[src/standby_pkg.sv]
// package for the standby controller: register map, field layout, timing constants
// assumes a single 100 MHz clock domain
package standby_pkg;
    localparam logic [15:0] OSC_STAB_SEL_ADDR  = 16'hFFFA;  // select register address
    localparam logic [15:0] STBY_CTRL_ADDR     = 16'hFFF0;  // control/strap register
    localparam logic [15:0] STBY_STATUS_ADDR   = 16'hFFF1;  // state readback
    localparam logic [7:0]  OSC_STAB_SEL_RESET = 8'h04;     // longest wait after reset
    localparam int          STAB_SEL_LSB       = 0;         // select field low bit
    localparam int          STAB_SEL_W         = 3;         // select field width
    localparam logic [7:0]  STAB_SEL_MASK      = 8'h07;     // writable bits
    localparam logic [7:0]  STBY_CTRL_RESET    = 8'h00;     // control reset value
    localparam int          CNT_W              = 18;        // wait counter width
    // stabilisation exponents for codes 0..4
    localparam int          EXP_C0             = 12;
    localparam int          EXP_C1             = 14;
    localparam int          EXP_C2             = 15;
    localparam int          EXP_C3             = 16;
    localparam int          EXP_C4             = 17;
    // wake delays after halt release, in cpu clocks (the longer figure when vectoring)
    localparam logic [3:0]  WAKE_VECTOR_CLKS   = 4'h8;
    localparam logic [3:0]  WAKE_NEXT_CLKS     = 4'h2;
    // control register bit positions
    localparam int          CTRL_WT_SUB_BIT    = 0;  // watch timer counts subsystem clock
    localparam int          CTRL_T16_EXT_BIT   = 1;  // 16-bit timer counts external input
    localparam int          CTRL_SIO_EXT_BIT   = 2;  // serial clock supplied externally
    localparam int          CTRL_EXPAND_BIT    = 3;  // external expansion active

    typedef enum logic [4:0] {
        ST_RUN    = 5'h01,
        ST_HALT   = 5'h02,
        ST_STOP   = 5'h04,
        ST_STAB   = 5'h08,
        ST_WAKE   = 5'h10
    } stby_state_t;
endpackage

[src/stby_regs_if.sv]
// interface carrying register values from the register file to the sequencer
// assumes both ends sit on clk_in
`timescale 1ns/10ps
interface stby_regs_if;
    logic [2:0] stab_sel;     // stabilisation select code
    logic [7:0] ctrl;         // control bits
    modport regs (output stab_sel, output ctrl);
    modport core (input stab_sel, input ctrl);
endinterface

[src/standby_halt_stop_control.sv]
// standby sequencer: halt/stop entry, release, stabilisation wait, pin hold
// assumes cpu decode and interrupt controller on clk_in; osc start is an async pin
// Functional notes
// [RQ1] halt instruction enters halt on either clock
// [RQ2] halt gates cpu clock, oscillators keep running
// [RQ3] stop instruction halts main oscillator
// [RQ4] stop only on main clock; subclock never stopped
// [RQ5] registers, latches and buffers hold during standby
// [RQ6] select codes 0..4 give 2^12..2^17 waits
// [RQ7] select register byte-written, resets to 04H
// [RQ8] wait counts only after oscillator has started
// [RQ9] watch timer runs only on subsystem clock
// [RQ10] 16-bit timer runs only on external input; code gates it so in main-clock halt only, in subclock halt it always runs
// [RQ11] serial runs only with external serial clock
// [RQ12] bus pins float, hold, strobes parked in halt
// [RQ13] unmasked interrupt ends halt, vector or continue
// [RQ14] wake delay 8 clocks vectored, 2 otherwise
// [RQ15] nmi ends halt and always vectors
// [RQ16] reset ends halt, restart from reset vector
// [RQ17] interrupt ends stop after stabilisation wait
// [RQ18] pending interrupt at stop falls back to halt
`timescale 1ns/10ps
module standby_halt_stop_control
(
    // clock and reset
    input  wire logic        clk_in,
    input  wire logic        rst_in,
    // register port
    input  wire logic [15:0] addr_in,
    input  wire logic [7:0]  wdata_in,
    input  wire logic        wr_in,
    input  wire logic        rd_in,
    output logic [7:0]       rdata_out,
    // cpu instruction decode
    input  wire logic        halt_exec_in,
    input  wire logic        stop_exec_in,
    input  wire logic        on_subclock_in,
    // interrupt controller
    input  wire logic        irq_unmasked_in,
    input  wire logic        irq_ack_enable_in,
    input  wire logic        nmi_in,
    // clock generator
    input  wire logic        main_osc_started_in,
    output logic             main_osc_enable_out,
    output logic             cpu_clk_enable_out,
    // resume control to cpu
    output logic             resume_vector_out,
    output logic             resume_next_out,
    output logic             reset_vector_out,
    output logic             hold_state_out,
    // peripheral run permissions
    output logic             watch_timer_run_out,
    output logic             timer16_run_out,
    output logic             serial_run_out,
    // external bus pins during expansion
    output logic             bus_hold_out,
    output logic             muxed_addr_data_lines_oe_out,
    output logic             address_strobe_out,
    output logic             rd_strobe_n_out,
    output logic             wr_strobe_n_out,
    output logic             wait_pin_oe_out,
    // status
    output logic [4:0]       state_out
);
    // state is declared ahead of the register file, which reads it back as status
    standby_pkg::stby_state_t state_ff, nxt_state;  // sequencer state
    stby_regs_if regs_bus ();  // register values to this sequencer

    // decode of select code to wait length, used by two places
    function automatic logic [standby_pkg::CNT_W-1:0] stab_len(input logic [2:0] code);
        logic [standby_pkg::CNT_W-1:0] one;
        one = {{(standby_pkg::CNT_W-1){1'b0}}, 1'b1};
        unique case (code)
            3'h0:    stab_len = one << standby_pkg::EXP_C0; // [RQ6]
            3'h1:    stab_len = one << standby_pkg::EXP_C1;
            3'h2:    stab_len = one << standby_pkg::EXP_C2;
            3'h3:    stab_len = one << standby_pkg::EXP_C3;
            default: stab_len = one << standby_pkg::EXP_C4;  // prohibited codes never stored
        endcase
    endfunction

    // register file
    stby_regfile u_regs
    (
        .clk_in    (clk_in),
        .rst_in    (rst_in),
        .addr_in   (addr_in),
        .wdata_in  (wdata_in),
        .wr_in     (wr_in),
        .rd_in     (rd_in),
        .rdata_out (rdata_out),
        .state_in  (state_ff),
        .regs      (regs_bus.regs)
    );

    // oscillator start pin crosses into clk_in by two flops
    logic osc_sync1_ff;  // first stage, read only by second
    logic osc_sync2_ff;  // usable level
    always_ff @(posedge clk_in or posedge rst_in)
    begin
        if (rst_in)
        begin
            osc_sync1_ff <= 1'b0;
            osc_sync2_ff <= 1'b0;
        end
        else
        begin
            osc_sync1_ff <= main_osc_started_in;
            osc_sync2_ff <= osc_sync1_ff;
        end
    end

    logic [standby_pkg::CNT_W-1:0]  cnt_ff, nxt_cnt;         // wait counter
    logic                           vec_ff, nxt_vec;         // resume will vector
    logic                           sub_ff, nxt_sub;         // halted on subclock
    logic                           rstwake_ff, nxt_rstwake; // wake after reset
    logic                           vec_p, next_p, rv_p;     // resume pulses

    // next-state logic
    always_comb
    begin
        nxt_state   = state_ff;
        nxt_cnt     = cnt_ff;
        nxt_vec     = vec_ff;
        nxt_sub     = sub_ff;
        nxt_rstwake = rstwake_ff;
        vec_p       = 1'b0;
        next_p      = 1'b0;
        rv_p        = 1'b0;
        unique case (state_ff)
            standby_pkg::ST_RUN:
            begin
                if (stop_exec_in && !on_subclock_in) // [RQ4]
                begin
                    if (irq_unmasked_in || nmi_in)
                    begin
                        // pending request: fall back to halt, still wait for stabilisation
                        nxt_state = standby_pkg::ST_STAB; // [RQ18]
                        nxt_cnt   = stab_len(regs_bus.stab_sel);
                        nxt_vec   = irq_ack_enable_in || nmi_in;
                    end
                    else
                        nxt_state = standby_pkg::ST_STOP; // [RQ3]
                end
                else if (halt_exec_in)
                begin
                    nxt_state = standby_pkg::ST_HALT; // [RQ1]
                    nxt_sub   = on_subclock_in;
                end
            end
            standby_pkg::ST_HALT:
            begin
                if (nmi_in)
                begin
                    nxt_state = standby_pkg::ST_WAKE; // [RQ15]
                    nxt_vec   = 1'b1;
                    nxt_cnt   = {{(standby_pkg::CNT_W-4){1'b0}}, standby_pkg::WAKE_VECTOR_CLKS};
                end
                else if (irq_unmasked_in)
                begin
                    nxt_state = standby_pkg::ST_WAKE; // [RQ13]
                    nxt_vec   = irq_ack_enable_in;
                    nxt_cnt   = irq_ack_enable_in ? // [RQ14]
                        {{(standby_pkg::CNT_W-4){1'b0}}, standby_pkg::WAKE_VECTOR_CLKS} :
                        {{(standby_pkg::CNT_W-4){1'b0}}, standby_pkg::WAKE_NEXT_CLKS};
                end
            end
            standby_pkg::ST_STOP:
            begin
                // nmi is not a stop release source; only unmasked maskable requests
                if (irq_unmasked_in)
                begin
                    nxt_state = standby_pkg::ST_STAB; // [RQ17]
                    nxt_vec   = irq_ack_enable_in;
                    nxt_cnt   = stab_len(regs_bus.stab_sel);
                end
            end
            standby_pkg::ST_STAB:
            begin
                // count only once the oscillator reports running
                if (osc_sync2_ff) // [RQ8]
                begin
                    if (cnt_ff == {standby_pkg::CNT_W{1'b0}})
                    begin
                        nxt_state   = standby_pkg::ST_RUN;
                        nxt_rstwake = 1'b0;
                        rv_p        = rstwake_ff; // [RQ16]
                        vec_p       = !rstwake_ff && vec_ff; // [RQ17]
                        next_p      = !rstwake_ff && !vec_ff;
                    end
                    else
                        nxt_cnt = cnt_ff - {{(standby_pkg::CNT_W-1){1'b0}}, 1'b1};
                end
            end
            standby_pkg::ST_WAKE:
            begin
                // fixed wake delay before the cpu resumes
                if (cnt_ff == {{(standby_pkg::CNT_W-1){1'b0}}, 1'b1})
                begin
                    nxt_state = standby_pkg::ST_RUN; // [RQ14]
                    vec_p     = vec_ff;
                    next_p    = !vec_ff;
                end
                nxt_cnt = cnt_ff - {{(standby_pkg::CNT_W-1){1'b0}}, 1'b1};
            end
            default:
                nxt_state = standby_pkg::ST_RUN;  // illegal code recovers to run
        endcase
    end

    // state registers; reset forces the post-reset stabilisation
    always_ff @(posedge clk_in or posedge rst_in)
    begin
        if (rst_in)
        begin
            state_ff   <= standby_pkg::ST_STAB; // [RQ16]
            cnt_ff     <= {1'b1, {(standby_pkg::CNT_W-1){1'b0}}};  // 2^17, reset code
            vec_ff     <= 1'b0;
            sub_ff     <= 1'b0;
            rstwake_ff <= 1'b1;
        end
        else
        begin
            state_ff   <= nxt_state;
            cnt_ff     <= nxt_cnt;
            vec_ff     <= nxt_vec;
            sub_ff     <= nxt_sub;
            rstwake_ff <= nxt_rstwake;
        end
    end

    // registered outputs
    logic vec_o_ff, next_o_ff, rv_o_ff;
    always_ff @(posedge clk_in or posedge rst_in)
    begin
        if (rst_in)
        begin
            vec_o_ff  <= 1'b0;
            next_o_ff <= 1'b0;
            rv_o_ff   <= 1'b0;
        end
        else
        begin
            vec_o_ff  <= vec_p;
            next_o_ff <= next_p;
            rv_o_ff   <= rv_p;
        end
    end

    logic standby;  // any standby state
    logic halted_sub;
    logic expand;
    assign standby    = state_ff != standby_pkg::ST_RUN;
    assign halted_sub = (state_ff == standby_pkg::ST_HALT) && sub_ff;
    assign expand     = regs_bus.ctrl[standby_pkg::CTRL_EXPAND_BIT];

    // clocks: main oscillator off only in stop; subclock untouched
    assign main_osc_enable_out = state_ff != standby_pkg::ST_STOP; // [RQ3] [RQ4]
    assign cpu_clk_enable_out  = !standby; // [RQ2]
    assign hold_state_out      = standby; // [RQ5]
    assign resume_vector_out   = vec_o_ff;
    assign resume_next_out     = next_o_ff;
    assign reset_vector_out    = rv_o_ff;
    assign state_out           = state_ff;

    // peripheral permissions while standby
    assign watch_timer_run_out = !halted_sub || regs_bus.ctrl[standby_pkg::CTRL_WT_SUB_BIT]; // [RQ9]
    assign timer16_run_out     = (state_ff != standby_pkg::ST_HALT) || sub_ff ||
                                 regs_bus.ctrl[standby_pkg::CTRL_T16_EXT_BIT]; // [RQ10]
    assign serial_run_out      = !halted_sub || regs_bus.ctrl[standby_pkg::CTRL_SIO_EXT_BIT]; // [RQ11]

    // bus pins parked while in standby with expansion on
    assign bus_hold_out                 = standby && expand; // [RQ12]
    assign muxed_addr_data_lines_oe_out = expand && !standby;
    assign address_strobe_out           = 1'b0;
    assign rd_strobe_n_out              = 1'b1;
    assign wr_strobe_n_out              = 1'b1;
    assign wait_pin_oe_out              = 1'b0;

    // halt entry gates the cpu clock next cycle
    a_halt_entry: assert property (@(posedge clk_in) disable iff (rst_in)
        (state_ff == standby_pkg::ST_RUN && halt_exec_in && !stop_exec_in)
        |=> !cpu_clk_enable_out && main_osc_enable_out) // [RQ1]
        else $error("halt entry failed");

    a_stop_osc_off: assert property (@(posedge clk_in) disable iff (rst_in)
        (state_ff == standby_pkg::ST_RUN && stop_exec_in && !on_subclock_in && !irq_unmasked_in && !nmi_in)
        |=> !main_osc_enable_out) // [RQ3]
        else $error("stop did not halt oscillator");

    a_stop_sub_blocked: assert property (@(posedge clk_in) disable iff (rst_in)
        (state_ff == standby_pkg::ST_RUN && stop_exec_in && on_subclock_in && !halt_exec_in)
        |=> main_osc_enable_out && state_ff == standby_pkg::ST_RUN) // [RQ4]
        else $error("stop taken on subclock");

    a_wait_needs_osc: assert property (@(posedge clk_in) disable iff (rst_in)
        (state_ff == standby_pkg::ST_STAB && !osc_sync2_ff) |=> $stable(cnt_ff)) // [RQ8]
        else $error("wait counted before oscillator start");

    // resume pulses are registered, so they show one edge after the last wake cycle
    a_halt_vector_wake: assert property (@(posedge clk_in) disable iff (rst_in)
        (state_ff == standby_pkg::ST_HALT && irq_unmasked_in && irq_ack_enable_in)
        |-> ##9 resume_vector_out) // [RQ14]
        else $error("vectored wake not after 8 clocks");

    a_halt_next_wake: assert property (@(posedge clk_in) disable iff (rst_in)
        (state_ff == standby_pkg::ST_HALT && irq_unmasked_in && !irq_ack_enable_in && !nmi_in)
        |-> ##3 resume_next_out) // [RQ13]
        else $error("continue wake not after 2 clocks");

    a_nmi_vectors: assert property (@(posedge clk_in) disable iff (rst_in)
        (state_ff == standby_pkg::ST_HALT && nmi_in) |-> ##9 resume_vector_out) // [RQ15]
        else $error("nmi did not vector");

    a_stop_pending: assert property (@(posedge clk_in) disable iff (rst_in)
        (state_ff == standby_pkg::ST_RUN && stop_exec_in && !on_subclock_in && irq_unmasked_in)
        |=> state_ff == standby_pkg::ST_STAB && main_osc_enable_out) // [RQ18]
        else $error("pending request did not fall back");

    a_bus_parked: assert property (@(posedge clk_in) disable iff (rst_in)
        (hold_state_out && expand) |-> !muxed_addr_data_lines_oe_out && bus_hold_out) // [RQ12]
        else $error("bus not parked in standby");
endmodule // standby_halt_stop_control

[src/stby_regfile.sv]
// register file for the standby controller on a plain strobe port
// assumes one-cycle strobes, read data in the following cycle
`timescale 1ns/10ps
module stby_regfile
(
    // clock and reset
    input  wire logic        clk_in,
    input  wire logic        rst_in,
    // register port
    input  wire logic [15:0] addr_in,
    input  wire logic [7:0]  wdata_in,
    input  wire logic        wr_in,
    input  wire logic        rd_in,
    output logic [7:0]       rdata_out,
    // status from the sequencer
    input  wire logic [4:0]  state_in,
    // register values
    stby_regs_if.regs        regs
);
    logic [7:0] sel_ff, nxt_sel;    // stabilisation select
    logic [7:0] ctrl_ff, nxt_ctrl;  // control bits
    logic [7:0] rd_ff, nxt_rd;      // read data register

    // next-value logic: byte writes only, prohibited codes ignored
    always_comb
    begin
        nxt_sel  = sel_ff;
        nxt_ctrl = ctrl_ff;
        nxt_rd   = 8'h00;
        if (wr_in && addr_in == standby_pkg::OSC_STAB_SEL_ADDR)
        begin
            // codes above 4 are prohibited, keep the old select
            if ((wdata_in & standby_pkg::STAB_SEL_MASK) <= standby_pkg::OSC_STAB_SEL_RESET) // [RQ6]
                nxt_sel = wdata_in & standby_pkg::STAB_SEL_MASK; // [RQ7]
        end
        if (wr_in && addr_in == standby_pkg::STBY_CTRL_ADDR)
            nxt_ctrl = wdata_in;
        if (rd_in)
        begin
            unique case (addr_in)
                standby_pkg::OSC_STAB_SEL_ADDR: nxt_rd = sel_ff;
                standby_pkg::STBY_CTRL_ADDR:    nxt_rd = ctrl_ff;
                standby_pkg::STBY_STATUS_ADDR:  nxt_rd = {3'h0, state_in};
                default:                        nxt_rd = 8'h00;  // unmapped reads zero
            endcase
        end
    end

    // registers only
    always_ff @(posedge clk_in or posedge rst_in)
    begin
        if (rst_in)
        begin
            sel_ff  <= standby_pkg::OSC_STAB_SEL_RESET; // [RQ7]
            ctrl_ff <= standby_pkg::STBY_CTRL_RESET;
            rd_ff   <= 8'h00;
        end
        else
        begin
            sel_ff  <= nxt_sel;
            ctrl_ff <= nxt_ctrl;
            rd_ff   <= nxt_rd;
        end
    end

    assign rdata_out     = rd_ff;
    assign regs.stab_sel = sel_ff[standby_pkg::STAB_SEL_LSB +: standby_pkg::STAB_SEL_W];
    assign regs.ctrl     = ctrl_ff;

    // a write of a legal code shows up on the next cycle
    a_sel_write_lands: assert property (@(posedge clk_in) disable iff (rst_in)
        (wr_in && addr_in == standby_pkg::OSC_STAB_SEL_ADDR && wdata_in == 8'h01)
        |=> regs.stab_sel == 3'h1) // [RQ7]
        else $error("select write lost");
endmodule // stby_regfile

[config.mk]
export PLATFORM = sky130hd
export DESIGN_NAME = standby_halt_stop_control
export DESIGN_NICKNAME = d
export VERILOG_FILES = /design/src/standby_pkg.sv /design/src/stby_regs_if.sv /design/src/standby_halt_stop_control.sv /design/src/stby_regfile.sv
export SDC_FILE = /design/constraint.sdc
export NUM_CORES = 1
export LEC_CHECK = 0
export BUFFER_PORTS_ARGS = -buffer_cell sky130_fd_sc_hd__buf_2
export CAP_MARGIN = 15
export CORE_ASPECT_RATIO = 0.9
export CORE_UTILIZATION = 47
export CTS_BUF_LIST = sky130_fd_sc_hd__clkbuf_16
export CTS_CLUSTER_SIZE = 40
export DETAILED_ROUTE_END_ITERATION = 8
export PLACE_DENSITY = 0.8
export SYNTH_ARGS = -nofsm -noshare
export SYNTH_HDL_FRONTEND = slang
export SYNTH_SLANG_ARGS = --single-unit
export TNS_END_PERCENT = 1
[constraint.sdc]
create_clock -name clk_in -period 5.2 [get_ports clk_in]
set_input_delay 0.52 -clock clk_in [delete_from_list [all_inputs] [get_ports clk_in]]
set_output_delay 0.52 -clock clk_in [all_outputs]
set_load 0.01 [all_outputs]
Word level (Yosys, flattened, before mapping)
Cells that the tools add are included.

Register bits: 50. Bits of input ports: 35. Output and inout port bits: 28.

$add $sub $neg: 1. Order comparisons: 1. Eq/ne operators: 24. Multiplexer cells: 38. Bitwise gates (word level): 1. Reductions and logical operators: 29.

Operators with widths (count): $mux W18 (7); $pmux W18 S5 (1); $pmux W18 S4 (1); $eq A16 B16 Y1 const B (3); $mux W5 (8); $pmux W5 S5 (1); $pmux W8 S3 (1); $eq A18 B1 Y1 const B (1); $logic_not A18 Y1 (1); $sub A18 B1 Y18 const B (1); $ne A2 B2 Y1 const B (7); $mux W1 (13); $reduce_and A3 Y1 (3); $logic_and A1 B1 Y1 (8); $mux W4 (2); $mux W8 (1); $reduce_and A7 Y1 (1); $eq A3 B2 Y1 const B (2); $logic_or A1 B1 Y1 (6); $ne A3 B3 Y1 const B (2); $reduce_and A6 Y1 (1); $eq A5 B1 Y1 const B (1); $eq A5 B2 Y1 const B (1); $eq A5 B3 Y1 const B (1); other kinds (15) (20).

Logic depth before layout (Yosys ltp)
Depth in word-level cells: 5. Gate-level depth with buffers: 10. Gate-level depth less buffers: 7.

Modules after synthesis
From an unflattened synthesis, not the netlist that was laid out.

Cells, all modules: 301. Area total of the unflattened synthesis: 2962.8 um2.

Modules (own cells, without submodules): standby_halt_stop_control (times used 1, cells an instance 233, area an instance 2070.7 um2, sequential area each 779.5 um2); stby_regfile (times used 1, cells an instance 68, area an instance 892.1 um2, sequential area each 476.7 um2).

Worst setup path before layout
No wires, ideal clock.

Path kind: reg2reg. From: reg state_ff[3], in the netlist state_out[3]. To: reg cnt_ff[0] (netlist bit). Data arrival time: 2.062 ns. Setup slack: 3.014 ns. Stages on the path, launching flop included: 8. Path buffers: 2. Period minus slack after synthesis: 2.186 ns. Cells stage by stage: dfstp_2 > buf_2 > xor2_1 > nand2_1 > a22o_4 > or3_1 > buf_6 > mux2_2.

Longest elaborated chain between the ends: 3. Elaborated cells between the ends (all ways): 14.

RTL lines: start, declared (line standby_halt_stop_control.sv:66) `standby_pkg::stby_state_t state_ff, nxt_state;`; start signal, assigned (line standby_halt_stop_control.sv:216) `state_ff <= standby_pkg::ST_STAB;`; start signal, assigned (line standby_halt_stop_control.sv:224) `state_ff <= nxt_state;`; $eq A5 B2 Y1, or another cell as far along (line standby_halt_stop_control.sv:130) `unique case (state_ff)`; $ne A3 B3 Y1 (no line), or another cell as far along; $reduce_and A7 Y1 (no line); end signal, assigned (line standby_halt_stop_control.sv:217) `cnt_ff <= {1'b1, {(standby_pkg::CNT_W-1){1'b0}}};`; end signal, assigned (line standby_halt_stop_control.sv:225) `cnt_ff <= nxt_cnt;`; end, declared (line standby_halt_stop_control.sv:113) `logic [standby_pkg::CNT_W-1:0] cnt_ff, nxt_cnt;`.

Several ways; a longest one is shown, not always the timed one. A chain may end at the register's enable or synchronous reset.

Final worst setup path
From: reg cnt_ff[0] (netlist bit). To: reg cnt_ff[8] (netlist bit).

Longest elaborated chain between the ends: 4. Elaborated cells between the ends (all ways): 7.

RTL lines: $sub A18 B1 Y18 (line standby_halt_stop_control.sv:192, standby_halt_stop_control.sv:204); $mux W18 (line standby_halt_stop_control.sv:183) `if (cnt_ff == {standby_pkg::CNT_W{1'b0}})`; $mux W18 (line standby_halt_stop_control.sv:181) `if (osc_sync2_ff)`; $pmux W18 S5 (line standby_halt_stop_control.sv:130).

Several ways; a longest one is shown, not always the timed one. The select of a mux whose other input is x is not followed.

==> results.toml <==
[global_route]
grt_usage_pct = 22.3
grt_pass1_wl_mm = 11.4
grt_pass1_vias = 2351
grt_max_degree = 51
grt_antenna_before_repair = 0
grt_remaining_overflow = 0

[power_and_ir_drop]
p_int_mw = 1.01
ir_worst_vdd_mv = 0.250
switching_share_pct = 42.5
clkPwrFrac_pct = 21.2
power.total_mw = 1.75
seqPwrFrac_pct = 33.2
p_per_area_nw_per_um2 = 530
power_frac_comb_pct = 45.6
p_leak_nw = 1.50
p_sw_mw = 0.744

[placed_design]
pre_cts_slack_ns = 2.32
gp_congestion = 0.907
dpl-instance-area_sq_um = 3110
portBuffers = 58
dpl.hpwl_mm = 4.87
dp_cells = 397

[clocking]
postCtsHoldBufs = 0
cts_root_buf = "clkbuf_16"
cts_setup_buffers = 0
clockBufferDepth = 2
clk_pin_slew_worst_paths_ns = 0.07
cts_buffers = 5
clock_latency_ns = 0.29
cts_tree = "done"
cts.sinks = 50
h-tree-depth = 2
cts_resized = 0

[worst_setup_path]
r2r_slack_ns = 2.24
reg2reg_to = "cnt_ff[8]$_DFFE_PP0P_"
rr_startpoint = "cnt_ff[0]$_DFFE_PP0P_"
required_ns = 5.35
worst-endpoint-arrival_ns = 3.11
cp-start-kind = "register"
reg2reg_depth = 7
critical_path_class = "reg -> reg"
end_kind = "register"
crit_fanout = 22

[sta]
rsz0062_at_grt = "no"
hold_viol = 0
post-route-period-util_pct = 56.9
skew_ns = 0.00495
drv_slew = 0
fmax_mhz = 338
relSlewSlack_pct = 40.6
holdWs_ns = 0.249
final.setup.worst_slack_ns = 2.24
fin_crit_ns = 2.96
setup_tns_ns = 0
tightest_slew_ns = 0.889
setup_viol = 0

[routing]
vias = 2506
drt_iter0_drc = 152
wl_mm = 6.95
avgViaCountPerCell = 6.17
drc_errors = 12
dr.pass1.iters = 6
routedWlPerCell_microns = 17.1
ant_nets = 0

[die]
fp.dieW_microns = 84.4
die_area_sq_um = 6420
die_h_microns = 76.1
core_sq_um = 5790
row_count = 26
initial_core_util_pct = 49.6
io_pins = 63

[final_layout]
fin_nets = 372
fin_cells = 406
area_delta_synth_final_pct = 15.0
drive_above_1_share_pct = 29.5
fillCellCount = 492
antenna_cells = 0
fin_area_sq_um = 3300
fin_util_pct = 57.0

[yosys]
postSynth.asyncResetShare_pct = 100
netlist_area_sq_um = 2870
synthCells = 289
synth.most_common_cell = "dfrtp_1"
synth_edf_count = 0
syn_area_per_cell_sq_um = 9.93
yosys-top-cells-count = "46 x dfrtp_1, 28 x nor2_1, 16 x o41ai_1"
yosysTopAreaCell = "dfrtp_1"
yosysWarnings = 0
ys_ff_latch = 50
synthTopCellsByArea = "dfrtp_1 40%, o41ai_1 4.9%, mux2_2 4.7%"
ys.flop_type = "dfrtp_1"
synth_top_area_share_pct = 40.1
yosysSeqAreaShare_pct = 43.8
synth.distinct_cells = 65

[worst_hold_path]
hold_class = "in -> async"

[run]
maxCapViolCount = 0

[run_status]
violations = "design-rule violations"
run_status = "complete, but fails checks"
area by class of cell:
type	count	area (sq um)	area share (%)
flip-flops and latches	50	1260	38.1
repair buffers	60	318	9.63
well taps	70	87.6	2.65
multi-input cells	207	1420	43.1
inverters	11	46.3	1.40
clock inverters	3	45.0	1.36
clock buffers	5	125	3.79
logic make-up (layout without fill, tap and decap cells):
kind of cell / Yosys count / after routing / synth area share [%]
AND/OR/NAND/NOR: 108 / 108 / 21.9
AO/OA/AOI/OAI: 76 / 76 / 19.9
flip-flops: 50 / 50 / 43.8
buffers and inverters: 34 / 79 / 6.93
multiplexers: 15 / 15 / 5.75
adder cells (fa/ha/maj): 2 / 2 / 0.872
other: 2 / 4 / 0.262
XOR/XNOR: 2 / 2 / 0.610
power by group through the flow:
stage / Combinational [mW] / Sequential [mW] / Clock (mW)
after floorplan: 0.694 / 0.535 / 0
after global placement: 0.764 / 0.577 / 0
after detailed placement: 0.781 / 0.582 / 0
after CTS: 0.786 / 0.577 / 0.376
after global routing: 0.871 / 0.592 / 0.391
final: 0.799 / 0.581 / 0.371
how the worst max path moves through the flow:
| stage | from | to | slack [ns] | cells past startpoint |
|---|---|---|---|---|
| floorplan | state_out[3]$_DFFE_PP1P_ | cnt_ff[0]$_DFFE_PP0P_ | 3.01 | 7 |
| global placement | cnt_ff[0]$_DFFE_PP0P_ | cnt_ff[1]$_DFFE_PP0P_ | 2.41 | 7 |
| detailed placement | cnt_ff[0]$_DFFE_PP0P_ | cnt_ff[8]$_DFFE_PP0P_ | 2.32 | 7 |
| CTS | cnt_ff[0]$_DFFE_PP0P_ | cnt_ff[8]$_DFFE_PP0P_ | 2.29 | 7 |
| global route | cnt_ff[0]$_DFFE_PP0P_ | cnt_ff[8]$_DFFE_PP0P_ | 2.05 | 7 |
| finish | cnt_ff[0]$_DFFE_PP0P_ | cnt_ff[8]$_DFFE_PP0P_ | 2.24 | 7 |
flip-flops by register name, indices dropped and copies added, names as in the netlist:
signal,count
sub_ff,1
vec_ff,1
reset_vector_out,1
cnt_ff,18
u_regs.regs.ctrl,8
resume_next_out,1
state_out,5
u_regs.rdata_out,8
u_regs.sel_ff,3
rstwake_ff,1
osc_sync2_ff,1
osc_sync1_ff,1
resume_vector_out,1
cell usage in the layout, fill, tap and decap left out, types with 5 or more instances in the layout:
cell	netlist	routed
a21oi_1	12	12
and2_1	6	6
buf_2	4	58
clkbuf_16	0	5
dfrtp_1	46	46
inv_1	10	9
mux2_2	12	12
nand2_1	12	12
nand3_1	10	10
nor2_1	28	28
nor3_1	11	11
nor4_1	6	6
o21ai_0	11	11
o41ai_1	16	16
worst max-delay path, stage by stage (launching register included):
cell	delay, ns
dfrtp_1	0.42
inv_1	0.10
ha_1	0.23
or4b_1	0.61
nor2_4	0.21
and4_1	0.66
or3_1	0.41
o21ai_0	0.17
per-layer routing:
metal	track usage, %	share of wire [%]	vias up
met5	0	0	-
met4	7.29	1.5	0
met3	4.33	5.4	10
met2	36.6	48	86
met1	29.8	45	1232
li1	-	-	1178
No activity file was read; power rests on OpenSTA's default activity.
